`src/pkg/ime_pkg.sv`:
```
// constants shared by the interrupt-enable, error-source and unit-enable block
package ime_pkg;

	localparam int ADDR_W = 12;
	localparam int DATA_W = 32;
	localparam int EVT_COUNT = 6;
	localparam int ERR_COUNT = 3;
	localparam int EN_W = 4;

	// register byte offsets
	localparam logic [ADDR_W-1:0] OFF_INT_SET = 12'h304;
	localparam logic [ADDR_W-1:0] OFF_INT_CLR = 12'h308;
	localparam logic [ADDR_W-1:0] OFF_ERR_SRC = 12'h4C4;
	localparam logic [ADDR_W-1:0] OFF_UNIT_EN = 12'h500;

	// interrupt enable bit positions: halt done, rx byte ready, tx byte sent,
	// error, byte boundary, suspended
	localparam int unsigned EVT_POS [0:EVT_COUNT-1] = '{1, 2, 7, 9, 14, 18};
	localparam logic [DATA_W-1:0] INT_BIT_MASK = 32'h0004_4286;

	// error source bit positions
	localparam int ERR_OVERRUN = 0;
	localparam int ERR_ADDR_NACK = 1;
	localparam int ERR_DATA_NACK = 2;

	// unit enable field values
	localparam logic [EN_W-1:0] UNIT_ON = 4'h5;
	localparam logic [EN_W-1:0] UNIT_OFF = 4'h0;

	// reset values
	localparam logic [EVT_COUNT-1:0] INT_EN_RESET = 6'h00;
	localparam logic [ERR_COUNT-1:0] ERR_RESET = 3'h0;

	// AXI response codes
	localparam logic [1:0] RESP_OKAY = 2'h0;
	localparam logic [1:0] RESP_SLVERR = 2'h2;

	// synchroniser depth
	localparam int SYNC_STAGES = 2;

endpackage : ime_pkg

```
`src/ime_sync.sv`:
```
// two flip-flop synchroniser for a level from outside the clock domain
`timescale 1ns/10ps
module ime_sync
	import ime_pkg::*;
(
	input  wire logic aclk,
	input  wire logic aresetn,
	input  wire logic async_in,
	output logic      sync_out
);

	logic [SYNC_STAGES-1:0] stage;

	always_ff @(posedge aclk) begin
		if (!aresetn) begin
			stage <= '1;
		end else begin
			stage <= {stage[SYNC_STAGES-2:0], async_in};
		end
	end

	assign sync_out = stage[SYNC_STAGES-1];

endmodule : ime_sync

```
`src/ime_ctrl.sv`:
```
// interrupt enable, error source and unit enable registers of the two-wire master
`timescale 1ns/10ps
//////////////////////////////////////////////////////////////////////////////////////////
// Overview of operation
// RQ1 - writing one to disable register clears that enable; zero does nothing; reads show enables
// RQ2 - six enable bits: halt, rx ready, tx sent, error, byte boundary, suspended
// RQ3 - suspended event follows the read acknowledge bit, only if suspend was requested
// RQ4 - overrun flag sets when a byte arrives before the previous one was read
// RQ5 - address nack flag sets on nacked address; writing one clears it
// RQ6 - data nack flag sets on nacked data byte; writing one clears it
// RQ7 - error source reads one for each present error, zero otherwise
// RQ8 - unit enabled only when enable field holds five; reset value zero
// RQ9 - set register enables each event on written one; reads match disable register
// RQ10 - error event pulses whenever any error flag gets set
module ime_ctrl
	import ime_pkg::*;
(
	input  wire logic                 aclk,
	input  wire logic                 aresetn,
	input  wire logic [ADDR_W-1:0]    s_axi_awaddr,
	input  wire logic                 s_axi_awvalid,
	output logic                      s_axi_awready,
	input  wire logic [DATA_W-1:0]    s_axi_wdata,
	input  wire logic [DATA_W/8-1:0]  s_axi_wstrb,
	input  wire logic                 s_axi_wvalid,
	output logic                      s_axi_wready,
	output logic [1:0]                s_axi_bresp,
	output logic                      s_axi_bvalid,
	input  wire logic                 s_axi_bready,
	input  wire logic [ADDR_W-1:0]    s_axi_araddr,
	input  wire logic                 s_axi_arvalid,
	output logic                      s_axi_arready,
	output logic [DATA_W-1:0]         s_axi_rdata,
	output logic [1:0]                s_axi_rresp,
	output logic                      s_axi_rvalid,
	input  wire logic                 s_axi_rready,
	input  wire logic                 scl_in,
	input  wire logic                 read_ack_phase,
	input  wire logic                 suspend_request,
	input  wire logic                 resume_request,
	input  wire logic                 rx_byte_arrived,
	input  wire logic                 rx_byte_consumed,
	input  wire logic                 address_nack,
	input  wire logic                 data_nack,
	output logic [EVT_COUNT-1:0]      interrupt_enable,
	output logic                      unit_enabled,
	output logic                      error_event,
	output logic                      suspended_event,
	output logic                      suspended
);

	//////////////////////////////////////////////////////////////////////////////////////
	// declarations
	logic                  aw_held, w_held, wr_exec, wr_hit, rd_hit;
	logic                  scl_sync, scl_prev, scl_fall;
	logic                  suspend_pending, suspend_fire, rx_unread;
	logic [ADDR_W-1:0]     wr_addr;
	logic [DATA_W-1:0]     wr_data, wr_mask, wr_bits;
	logic [DATA_W-1:0]     int_word, next_rdata;
	logic [DATA_W/8-1:0]   wr_strb;
	logic [EVT_COUNT-1:0]  set_bits, clr_bits;
	logic [ERR_COUNT-1:0]  err_src, err_set, err_clr;
	logic [EN_W-1:0]       en_field;

	//////////////////////////////////////////////////////////////////////////////////////
	// write channel: address and data taken in either order
	assign s_axi_awready = !aw_held && !s_axi_bvalid;
	assign s_axi_wready  = !w_held && !s_axi_bvalid;
	assign wr_exec       = aw_held && w_held && !s_axi_bvalid;
	always_ff @(posedge aclk) begin
		if (!aresetn) begin
			aw_held <= 1'b0;
			wr_addr <= '0;
		end else if (s_axi_awvalid && s_axi_awready) begin
			aw_held <= 1'b1;
			wr_addr <= s_axi_awaddr;
		end else if (wr_exec) begin
			aw_held <= 1'b0;
		end
	end
	always_ff @(posedge aclk) begin
		if (!aresetn) begin
			w_held  <= 1'b0;
			wr_data <= '0;
			wr_strb <= '0;
		end else if (s_axi_wvalid && s_axi_wready) begin
			w_held  <= 1'b1;
			wr_data <= s_axi_wdata;
			wr_strb <= s_axi_wstrb;
		end else if (wr_exec) begin
			w_held <= 1'b0;
		end
	end
	always_ff @(posedge aclk) begin
		if (!aresetn) begin
			s_axi_bvalid <= 1'b0;
			s_axi_bresp  <= RESP_OKAY;
		end else if (wr_exec) begin
			s_axi_bvalid <= 1'b1;
			s_axi_bresp  <= wr_hit ? RESP_OKAY : RESP_SLVERR;
		end else if (s_axi_bready) begin
			s_axi_bvalid <= 1'b0;
		end
	end
	// byte lanes without a strobe leave their bits alone
	genvar gb;
	generate
		for (gb = 0; gb < DATA_W/8; gb++) begin : g_lane
			assign wr_mask[gb*8 +: 8] = {8{wr_strb[gb]}};
		end
	endgenerate
	assign wr_bits = wr_data & wr_mask;
	assign wr_hit  = (wr_addr == OFF_INT_SET) || (wr_addr == OFF_INT_CLR) ||
	                 (wr_addr == OFF_ERR_SRC) || (wr_addr == OFF_UNIT_EN);

	//////////////////////////////////////////////////////////////////////////////////////
	// interrupt enables, one bit per event
	genvar ge;
	generate
		for (ge = 0; ge < EVT_COUNT; ge++) begin : g_evt
			assign set_bits[ge] = wr_exec && (wr_addr == OFF_INT_SET) && wr_bits[EVT_POS[ge]];
			assign clr_bits[ge] = wr_exec && (wr_addr == OFF_INT_CLR) && wr_bits[EVT_POS[ge]];
			// RQ2 RQ9 per event enable
			always_ff @(posedge aclk) begin
				if (!aresetn) begin
					interrupt_enable[ge] <= INT_EN_RESET[ge];
				end else if (set_bits[ge]) begin
					interrupt_enable[ge] <= 1'b1;
				end else if (clr_bits[ge]) begin
					// RQ1 write one disables
					interrupt_enable[ge] <= 1'b0;
				end
			end
		end
	endgenerate

	// RQ1 RQ9 same readback word
	always_comb begin
		int_word = '0;
		for (int i = 0; i < EVT_COUNT; i++) begin
			int_word[EVT_POS[i]] = interrupt_enable[i];
		end
	end

	//////////////////////////////////////////////////////////////////////////////////////
	// unit enable
	always_ff @(posedge aclk) begin
		if (!aresetn) begin
			en_field <= UNIT_OFF;
		end else if (wr_exec && (wr_addr == OFF_UNIT_EN) && wr_strb[0]) begin
			en_field <= wr_data[EN_W-1:0];
		end
	end

	// RQ8 enabled only at five
	assign unit_enabled = (en_field == UNIT_ON);

	//////////////////////////////////////////////////////////////////////////////////////
	// error sources: a new error wins over a clearing write in the same cycle
	always_ff @(posedge aclk) begin
		if (!aresetn) begin
			rx_unread <= 1'b0;
		end else if (!unit_enabled) begin
			rx_unread <= 1'b0;
		end else if (rx_byte_arrived) begin
			rx_unread <= 1'b1;
		end else if (rx_byte_consumed) begin
			rx_unread <= 1'b0;
		end
	end
	// RQ4 overrun detect
	assign err_set[ERR_OVERRUN]   = unit_enabled && rx_byte_arrived && rx_unread &&
	                                !rx_byte_consumed;
	// RQ5 address nack
	assign err_set[ERR_ADDR_NACK] = unit_enabled && address_nack;
	// RQ6 data nack
	assign err_set[ERR_DATA_NACK] = unit_enabled && data_nack;
	assign err_clr = (wr_exec && (wr_addr == OFF_ERR_SRC)) ? wr_bits[ERR_COUNT-1:0] : '0;
	// RQ5 RQ6 write one clears
	always_ff @(posedge aclk) begin
		if (!aresetn) begin
			err_src <= ERR_RESET;
		end else begin
			err_src <= err_set | (err_src & ~err_clr);
		end
	end
	// RQ10 error event pulse
	always_ff @(posedge aclk) begin
		if (!aresetn) begin
			error_event <= 1'b0;
		end else begin
			error_event <= |err_set;
		end
	end

	//////////////////////////////////////////////////////////////////////////////////////
	// suspend after the acknowledge bit of a read
	ime_sync u_scl_sync (
		.aclk     (aclk),
		.aresetn  (aresetn),
		.async_in (scl_in),
		.sync_out (scl_sync)
	);
	always_ff @(posedge aclk) begin
		if (!aresetn) begin
			scl_prev <= 1'b1;
		end else begin
			scl_prev <= scl_sync;
		end
	end
	assign scl_fall     = scl_prev && !scl_sync;
	// RQ3 only after request
	assign suspend_fire = unit_enabled && scl_fall && read_ack_phase && suspend_pending;
	always_ff @(posedge aclk) begin
		if (!aresetn) begin
			suspend_pending <= 1'b0;
		end else if (suspend_request && unit_enabled) begin
			suspend_pending <= 1'b1;
		end else if (suspend_fire || resume_request || !unit_enabled) begin
			suspend_pending <= 1'b0;
		end
	end
	// RQ3 event at ack end
	always_ff @(posedge aclk) begin
		if (!aresetn) begin
			suspended_event <= 1'b0;
			suspended       <= 1'b0;
		end else begin
			suspended_event <= suspend_fire;
			if (suspend_fire) begin
				suspended <= 1'b1;
			end else if (resume_request || !unit_enabled) begin
				suspended <= 1'b0;
			end
		end
	end

	//////////////////////////////////////////////////////////////////////////////////////
	// read channel
	assign s_axi_arready = !s_axi_rvalid;
	// RQ7 error source readback
	always_comb begin
		next_rdata = '0;
		rd_hit     = 1'b1;
		unique case (s_axi_araddr)
			OFF_INT_SET: next_rdata = int_word;
			OFF_INT_CLR: next_rdata = int_word;
			OFF_ERR_SRC: next_rdata[ERR_COUNT-1:0] = err_src;
			OFF_UNIT_EN: next_rdata[EN_W-1:0] = en_field;
			default:     rd_hit = 1'b0;
		endcase
	end
	always_ff @(posedge aclk) begin
		if (!aresetn) begin
			s_axi_rvalid <= 1'b0;
			s_axi_rdata  <= '0;
			s_axi_rresp  <= RESP_OKAY;
		end else if (s_axi_arvalid && s_axi_arready) begin
			s_axi_rvalid <= 1'b1;
			s_axi_rdata  <= next_rdata;
			s_axi_rresp  <= rd_hit ? RESP_OKAY : RESP_SLVERR;
		end else if (s_axi_rready) begin
			s_axi_rvalid <= 1'b0;
		end
	end
endmodule : ime_ctrl

```
`config.mk`:
```
export PLATFORM = sky130hd
export DESIGN_NAME = ime_ctrl
export DESIGN_NICKNAME = d
export VERILOG_FILES = /design/src/pkg/ime_pkg.sv /design/src/ime_sync.sv /design/src/ime_ctrl.sv
export SDC_FILE = /design/constraint.sdc
export NUM_CORES = 1
export LEC_CHECK = 0
export BUFFER_PORTS_ARGS = -buffer_cell sky130_fd_sc_hd__buf_2
export CAP_MARGIN = 0
export CORE_ASPECT_RATIO = 0.8
export CORE_MARGIN = 5
export CORE_UTILIZATION = 41
export DETAILED_ROUTE_END_ITERATION = 6
export HOLD_SLACK_MARGIN = 0.12
export PLACE_DENSITY = 0.75
export SLEW_MARGIN = 10
export SYNTH_ARGS = -nofsm -noshare
export SYNTH_HDL_FRONTEND = slang
export SYNTH_SLANG_ARGS = --single-unit
```
`constraint.sdc`:
```
create_clock -name aclk -period 1.72 [get_ports aclk]
set_input_delay 0.344 -clock aclk [delete_from_list [all_inputs] [get_ports aclk]]
set_output_delay 0.344 -clock aclk [all_outputs]
set_load 0.05 [all_outputs]
```
=== Word-level counts from Yosys, hierarchy flattened ===
Cells that the tools add are included.
W data, S select, Z words.

* Register bits after elaboration: 95
* Bits in latches: 0
* Bits in writable memories: 0
* Memory bits (read-only): 0
* Input bits: 75
* Output and inout bits: 51
* Logic and storage cells: 134
* Memories: 0

* Add/subtract/negate cells: 0
* Multipliers: 0
* Div/mod/pow operators: 0
* Magnitude comparators: 0
* Equal/unequal tests: 9
* Shifts and indexed selects: 0
* Mux-type cells: 32
* Bitwise gates (word level): 4
* Reduce and logical (&&, ||, !) cells: 64

{| class="wikitable"
|+ Operators with widths
! kind !! number
|-
| $eq A12 B10 Y1 const B || 4
|-
| $eq A12 B11 Y1 const B || 4
|-
| $logic_and A1 B1 Y1 || 34
|-
| $mux W1 || 27
|-
| $reduce_bool A2 Y1 || 13
|-
| $and A19 B19 Y19 || 1
|-
| $mux W15 || 1
|-
| $pmux W3 S3 || 1
|-
| $logic_not A1 Y1 || 7
|-
| $logic_or A1 B1 Y1 || 6
|-
| $eq A4 B3 Y1 const B || 1
|-
| $mux W2 || 2
|-
| $reduce_or A4 Y1 || 1
|-
| $and A3 B3 Y3 || 1
|-
| $mux W3 || 1
|-
| $not A3 Y3 || 1
|-
| $or A3 B3 Y3 || 1
|-
| $reduce_or A3 Y1 || 1
|-
| $reduce_and A2 Y1 || 1
|-
| $reduce_or A2 Y1 || 1
|}

=== Depth between registers and ports, before layout ===
* Depth after elaboration: 9
* Mapped depth: 6

=== Modules after synthesis ===
Synthesis repeated with hierarchy kept, for this count alone.

* Cells, all modules: 317
* Area total of the unflattened synthesis: 2635.0 µm²

{| class="wikitable"
|+ Modules (own cells, without submodules)
! module !! instances !! cells an instance !! area an instance (µm²)
|-
| ime_ctrl || 1 || 313 || 2582.5
|-
| ime_sync || 1 || 4 || 52.6
|}

=== Worst setup path after synthesis ===
OpenSTA, ideal clock, no wires.

* Path kind: register -> register
* Start point: register s_axi_bvalid
* End point: register wr_addr[1]
* Arrival: 2007 ps
* Required time: 1644 ps
* Slack: -362 ps
* Cell stages (with the launch flop): 6
* Buffers on the path: 1
* Period minus slack after synthesis: 2082 ps
* Cells stage by stage: dfxtp_1 > nor2_1 > and2_1 > clkbuf_1 > nand2_1 > a21boi_0

* Longest elaborated chain between the ends: 3

{| class="wikitable"
|+ RTL lines
! what !! line !! source
|-
| start, declared || ime_ctrl.sv:28 || <nowiki>output logic s_axi_bvalid,</nowiki>
|-
| start signal, assigned || ime_ctrl.sv:96 || <nowiki>s_axi_bvalid <= 1'b0;</nowiki>
|-
| start signal, assigned || ime_ctrl.sv:99 || <nowiki>s_axi_bvalid <= 1'b1;</nowiki>
|-
| start signal, assigned || ime_ctrl.sv:102 || <nowiki>s_axi_bvalid <= 1'b0;</nowiki>
|-
| $logic_not A1 Y1 || ime_ctrl.sv:67 || <nowiki>assign s_axi_awready = !aw_held && !s_axi_bvalid;</nowiki>
|-
| $logic_and A1 B1 Y1 || ime_ctrl.sv:67 ||
|-
| via s_axi_awready || ime_ctrl.sv:22 || <nowiki>output logic s_axi_awready,</nowiki>
|-
| $logic_and A1 B1 Y1 || ime_ctrl.sv:74 || <nowiki>end else if (s_axi_awvalid && s_axi_awready) begin</nowiki>
|-
| end signal, assigned || ime_ctrl.sv:76 || <nowiki>wr_addr <= s_axi_awaddr;</nowiki>
|-
| end, declared || ime_ctrl.sv:57 || <nowiki>logic [ADDR_W-1:0] wr_addr;</nowiki>
|}

The timed path passes the listed nets, and every way through them passes these cells.
A chain may end at the register's enable or synchronous reset.

=== Worst setup path after layout ===
* Start point: register wr_addr[7]
* End point: register interrupt_enable[2]

* Longest elaborated chain between the ends: 4
* Elaborated cells between the ends (all ways): 8
* Those cells by class: 2 x eq/ne; 1 x mux; 5 x reduce/logical

{| class="wikitable"
|+ RTL lines
! what !! line !! source
|-
| $eq A12 B10 Y1 (on tied branches) || ime_ctrl.sv:121, ime_ctrl.sv:122 ||
|-
| $logic_and A1 B1 Y1 (on tied branches) (2 in a row) || ime_ctrl.sv:121, ime_ctrl.sv:122 ||
|-
| $mux W1 / $reduce_bool A2 Y1 (equally long branches) || n/a ||
|-
| end signal, assigned by index || ime_ctrl.sv:126 || <nowiki>interrupt_enable[ge] <= INT_EN_RESET[ge];</nowiki>
|-
| end, declared || ime_ctrl.sv:45 || <nowiki>output logic [EVT_COUNT-1:0] interrupt_enable,</nowiki>
|}

Parallel ways exist; a longest one is shown, timed or not.

==> flow_summary.yaml <==
sta:
  finalCritPeriodShare: 0.972
  finalHoldViolations: 0
  setup_violations: 0
  drv_slew: 0
  fmax_mhz: 598
  finalClockSkew_ns: 0.00492
  min_period_ns: 1.67
global_route:
  grt_max_degree: 18
  busiest_layer: "met2"
  grt_util_met1: 0.181
  grt_pass1_vias: 2154
  overflow: 0
  grt_usage: 0.151
  antenna_found_initial: 0
  use_met3: 0.0695
  global_route.usage.met2: 0.245
  grt_pass1_wl_um: 9650
setup_path:
  rr_worst_depth: 6
  cp.buffers_inverters: 1
  max_stage_delay_ns: 0.44
  critPathSlowestCell: "or3b_4"
  worstSetupStartpointType: "flop"
  arrival_ns: 1.89
  critical_path_required_ns: 1.94
  worstPathCellList: "or3b_4, nor4_4, nand3_1, buf_6, o211ai_1, o21ai_0"
  path_depth: 6
  end_kind: "flop"
  cp_top_family: "simple AND/OR/NAND/NOR gates"
  path_max_fanout: 7
  crit_type: "flop to flop"
layout:
  areaGrowthSynthToFinish_pct: 28.2
  diodes: 0
  final_nets: 470
  layout-drive-gt1-share: 0.308
  final_area_mm2: 0.00333
  fin_cells: 481
floorplan:
  start_util: 0.430
  fp.dieArea_mm2: 0.00803
  io_pins: 126
  num_rows: 25
  die_y_um: 81.1
  coreArea_mm2: 0.00604
  fp.dieW_um: 98.9
clock_network:
  cts_buffers: 9
  cts.htree.levels: 3
  cts_tree: "done"
  ctsLongestPathBuffers: 2
  clock_sinks: 58
  worstSkewPairLatency_ns: 0.34
  clockRootBuffer: "clkbuf_8"
  clk_pin_slew_worst_paths_ns: 0.06
drt:
  route.detailed.drc: 0
  firstDrtPassIters: 4
  routed_wl_um: 6160
  vias: 2286
  via_per_inst: 4.75
  drt_iter0_markers: 112
  antenna_left: 0
  wl_per_cell_um: 12.8
status:
  outcome: "completed"
place:
  dp_hpwl_um: 4660
  post_dp_cell_area_mm2: 0.00304
  io_buffers: 74
  place.gp.congestion: 0.801
  placed_cells: 463
synth:
  syn_area_mm2: 0.00259
  syn_avg_cell_area_um2: 8.48
  synth_top_area_cell: "dfxtp_1"
  ys_types: 42
  synthCells: 306
  synth_ff_type: "dfxtp_1"
  yosys_warnings: 0
  ys_seq_area_frac: 0.448
  synthArstFlopShare: 0
  synth-edff-count: 0
  synth_seq_cells: 58
  synth_top_area_share: 0.448
  synth.area.top_cells: "dfxtp_1 (45%), nand2_1 (10%), a21boi_0 (8.7%)"
hold_path:
  holdCritPathClass: "input port to flop"
  holdPathStages: 2
pwr:
  peakVddDrop_mv: 0.470
  p_leak_nw: 1.42
  p_per_area_mw_per_mm2: 993
flow_run:
  max_cap_violations: 0
## cell type report
type / count / area [µm²]
Tap cell: 81 / 101
Timing Repair Buffer: 91 / 502
Multi-Input combinational cell: 230 / 1320
Inverter: 5 / 18.8
Clock inverter: 5 / 77.6
Sequential cell: 58 / 1160
Fill cell: 567 / 2710
Clock buffer: 11 / 141
## flip-flops by register name, indices dropped and copies added (netlist names), 2 cells and up
register	cells
wr_addr	12
en_field	4
u_scl_sync.stage	2
wr_data	8
interrupt_enable	6
s_axi_rdata	8
err_src	3
wr_strb	3
## cell families (layout without fill, tap and decap cells)
family          after synthesis  after routing  share of synthesized area
simple gates                130            130                      0.244
compound gates               69             69                      0.188
flops                        58             58                      0.448
buf+inv                      43            112                      0.101
mux                           4              4                     0.0154
other cells                   1             26                    0.00145
xor+xnor                      1              1                    0.00338
## per-layer routing
layer  part of all wire  vias to the layer above
met2               0.48                       55
met3              0.076                        8
li1                   -                     1172
met4             0.0083                        0
met1               0.44                     1051
met5                  0                        -
## through the flow
step | TNS [ns] | utilization | worst slack (ns) | hold WS (ns) | power [mW]
3_3_place_gp | -0.639 | 0.504 | -0.124 | 0.389 | 1.92
3_5_place_dp | -1.08 | 0.504 | -0.146 | 0.396 | 1.93
2_1_floorplan | -0.516 | - | -0.0544 | 0.386 | 1.84
6_report | 0 | 0.551 | 0.0486 | 0.185 | 3.30
5_1_grt | -0.0509 | 0.551 | -0.0208 | 0.196 | 3.44
4_1_cts | 0 | 0.542 | 0.0138 | 0.171 | 3.32
## cell usage after synthesis, types with 2 or more instances
cell type  count
nor4_1         2
dfxtp_1       58
a22o_1         3
o211ai_1       8
nor2_1        16
a21boi_1       4
nand4b_1       2
nand2_1       71
clkbuf_1      10
nand3_1        7
o21ai_0       13
nor3_1         3
mux2i_1        4
a221oi_1       2
a21oi_1        4
and2_1         2
nand4_1        2
nand2b_1       6
a21boi_0      30
nor2b_1        7
buf_2          2
inv_1          5
buf_4         26
## cells in the final DEF, fill, tap and decap left out, drive strengths merged, types with 2 or more instances in the layout
cell type   n
nand4       2
a21boi     34
mux2i       4
inv         5
nor3        4
a221oi      2
a22o        4
nor2b       7
dfxtp      58
a21oi       4
or3b        2
nand2b      6
clkinv      2
buf        91
nand4b      2
nor2       16
conb       26
nor4        2
nand3       7
bufinv      2
o211ai      8
and2        2
clkbuf     11
nand2      71
o21ai      13
## timing repair
item / 4_1_cts / 5_1_grt
pin swaps: 0 / 7
buffers inserted: 0 / 2
gates resized for setup: 3 / 14
hold buffers: 0 / 0
setup endpoints to repair: 8 / 13
## where the power goes
group          internal, mW  leakage, nW  switching (mW)  total [mW]
registers              1.40        0.473          0.0361        1.43
clock network         0.850        0.109           0.527        1.38
logic                 0.150        0.839           0.343       0.493
## worst reg2reg max path, delay by kind of cell (launching register included)
| kind | cells | cell delay [ns] |
|---|---|---|
| simple gates | 3 | 0.84 |
| flops | 1 | 0.31 |
| compound gates | 2 | 0.26 |
| buf+inv | 1 | 0.15 |
## final timing paths
path	startpoint	endpoint	slack [ns]
setup / recovery	wr_addr[7]	interrupt_enable[2]	0.05
hold / removal	scl_in	u_scl_sync.stage[0]	0.18
setup reg to reg	wr_addr[7]	interrupt_enable[2]	0.05
hold reg to reg	u_scl_sync.stage[0]	u_scl_sync.stage[1]	0.41
Power figures use the tool's default switching activity.
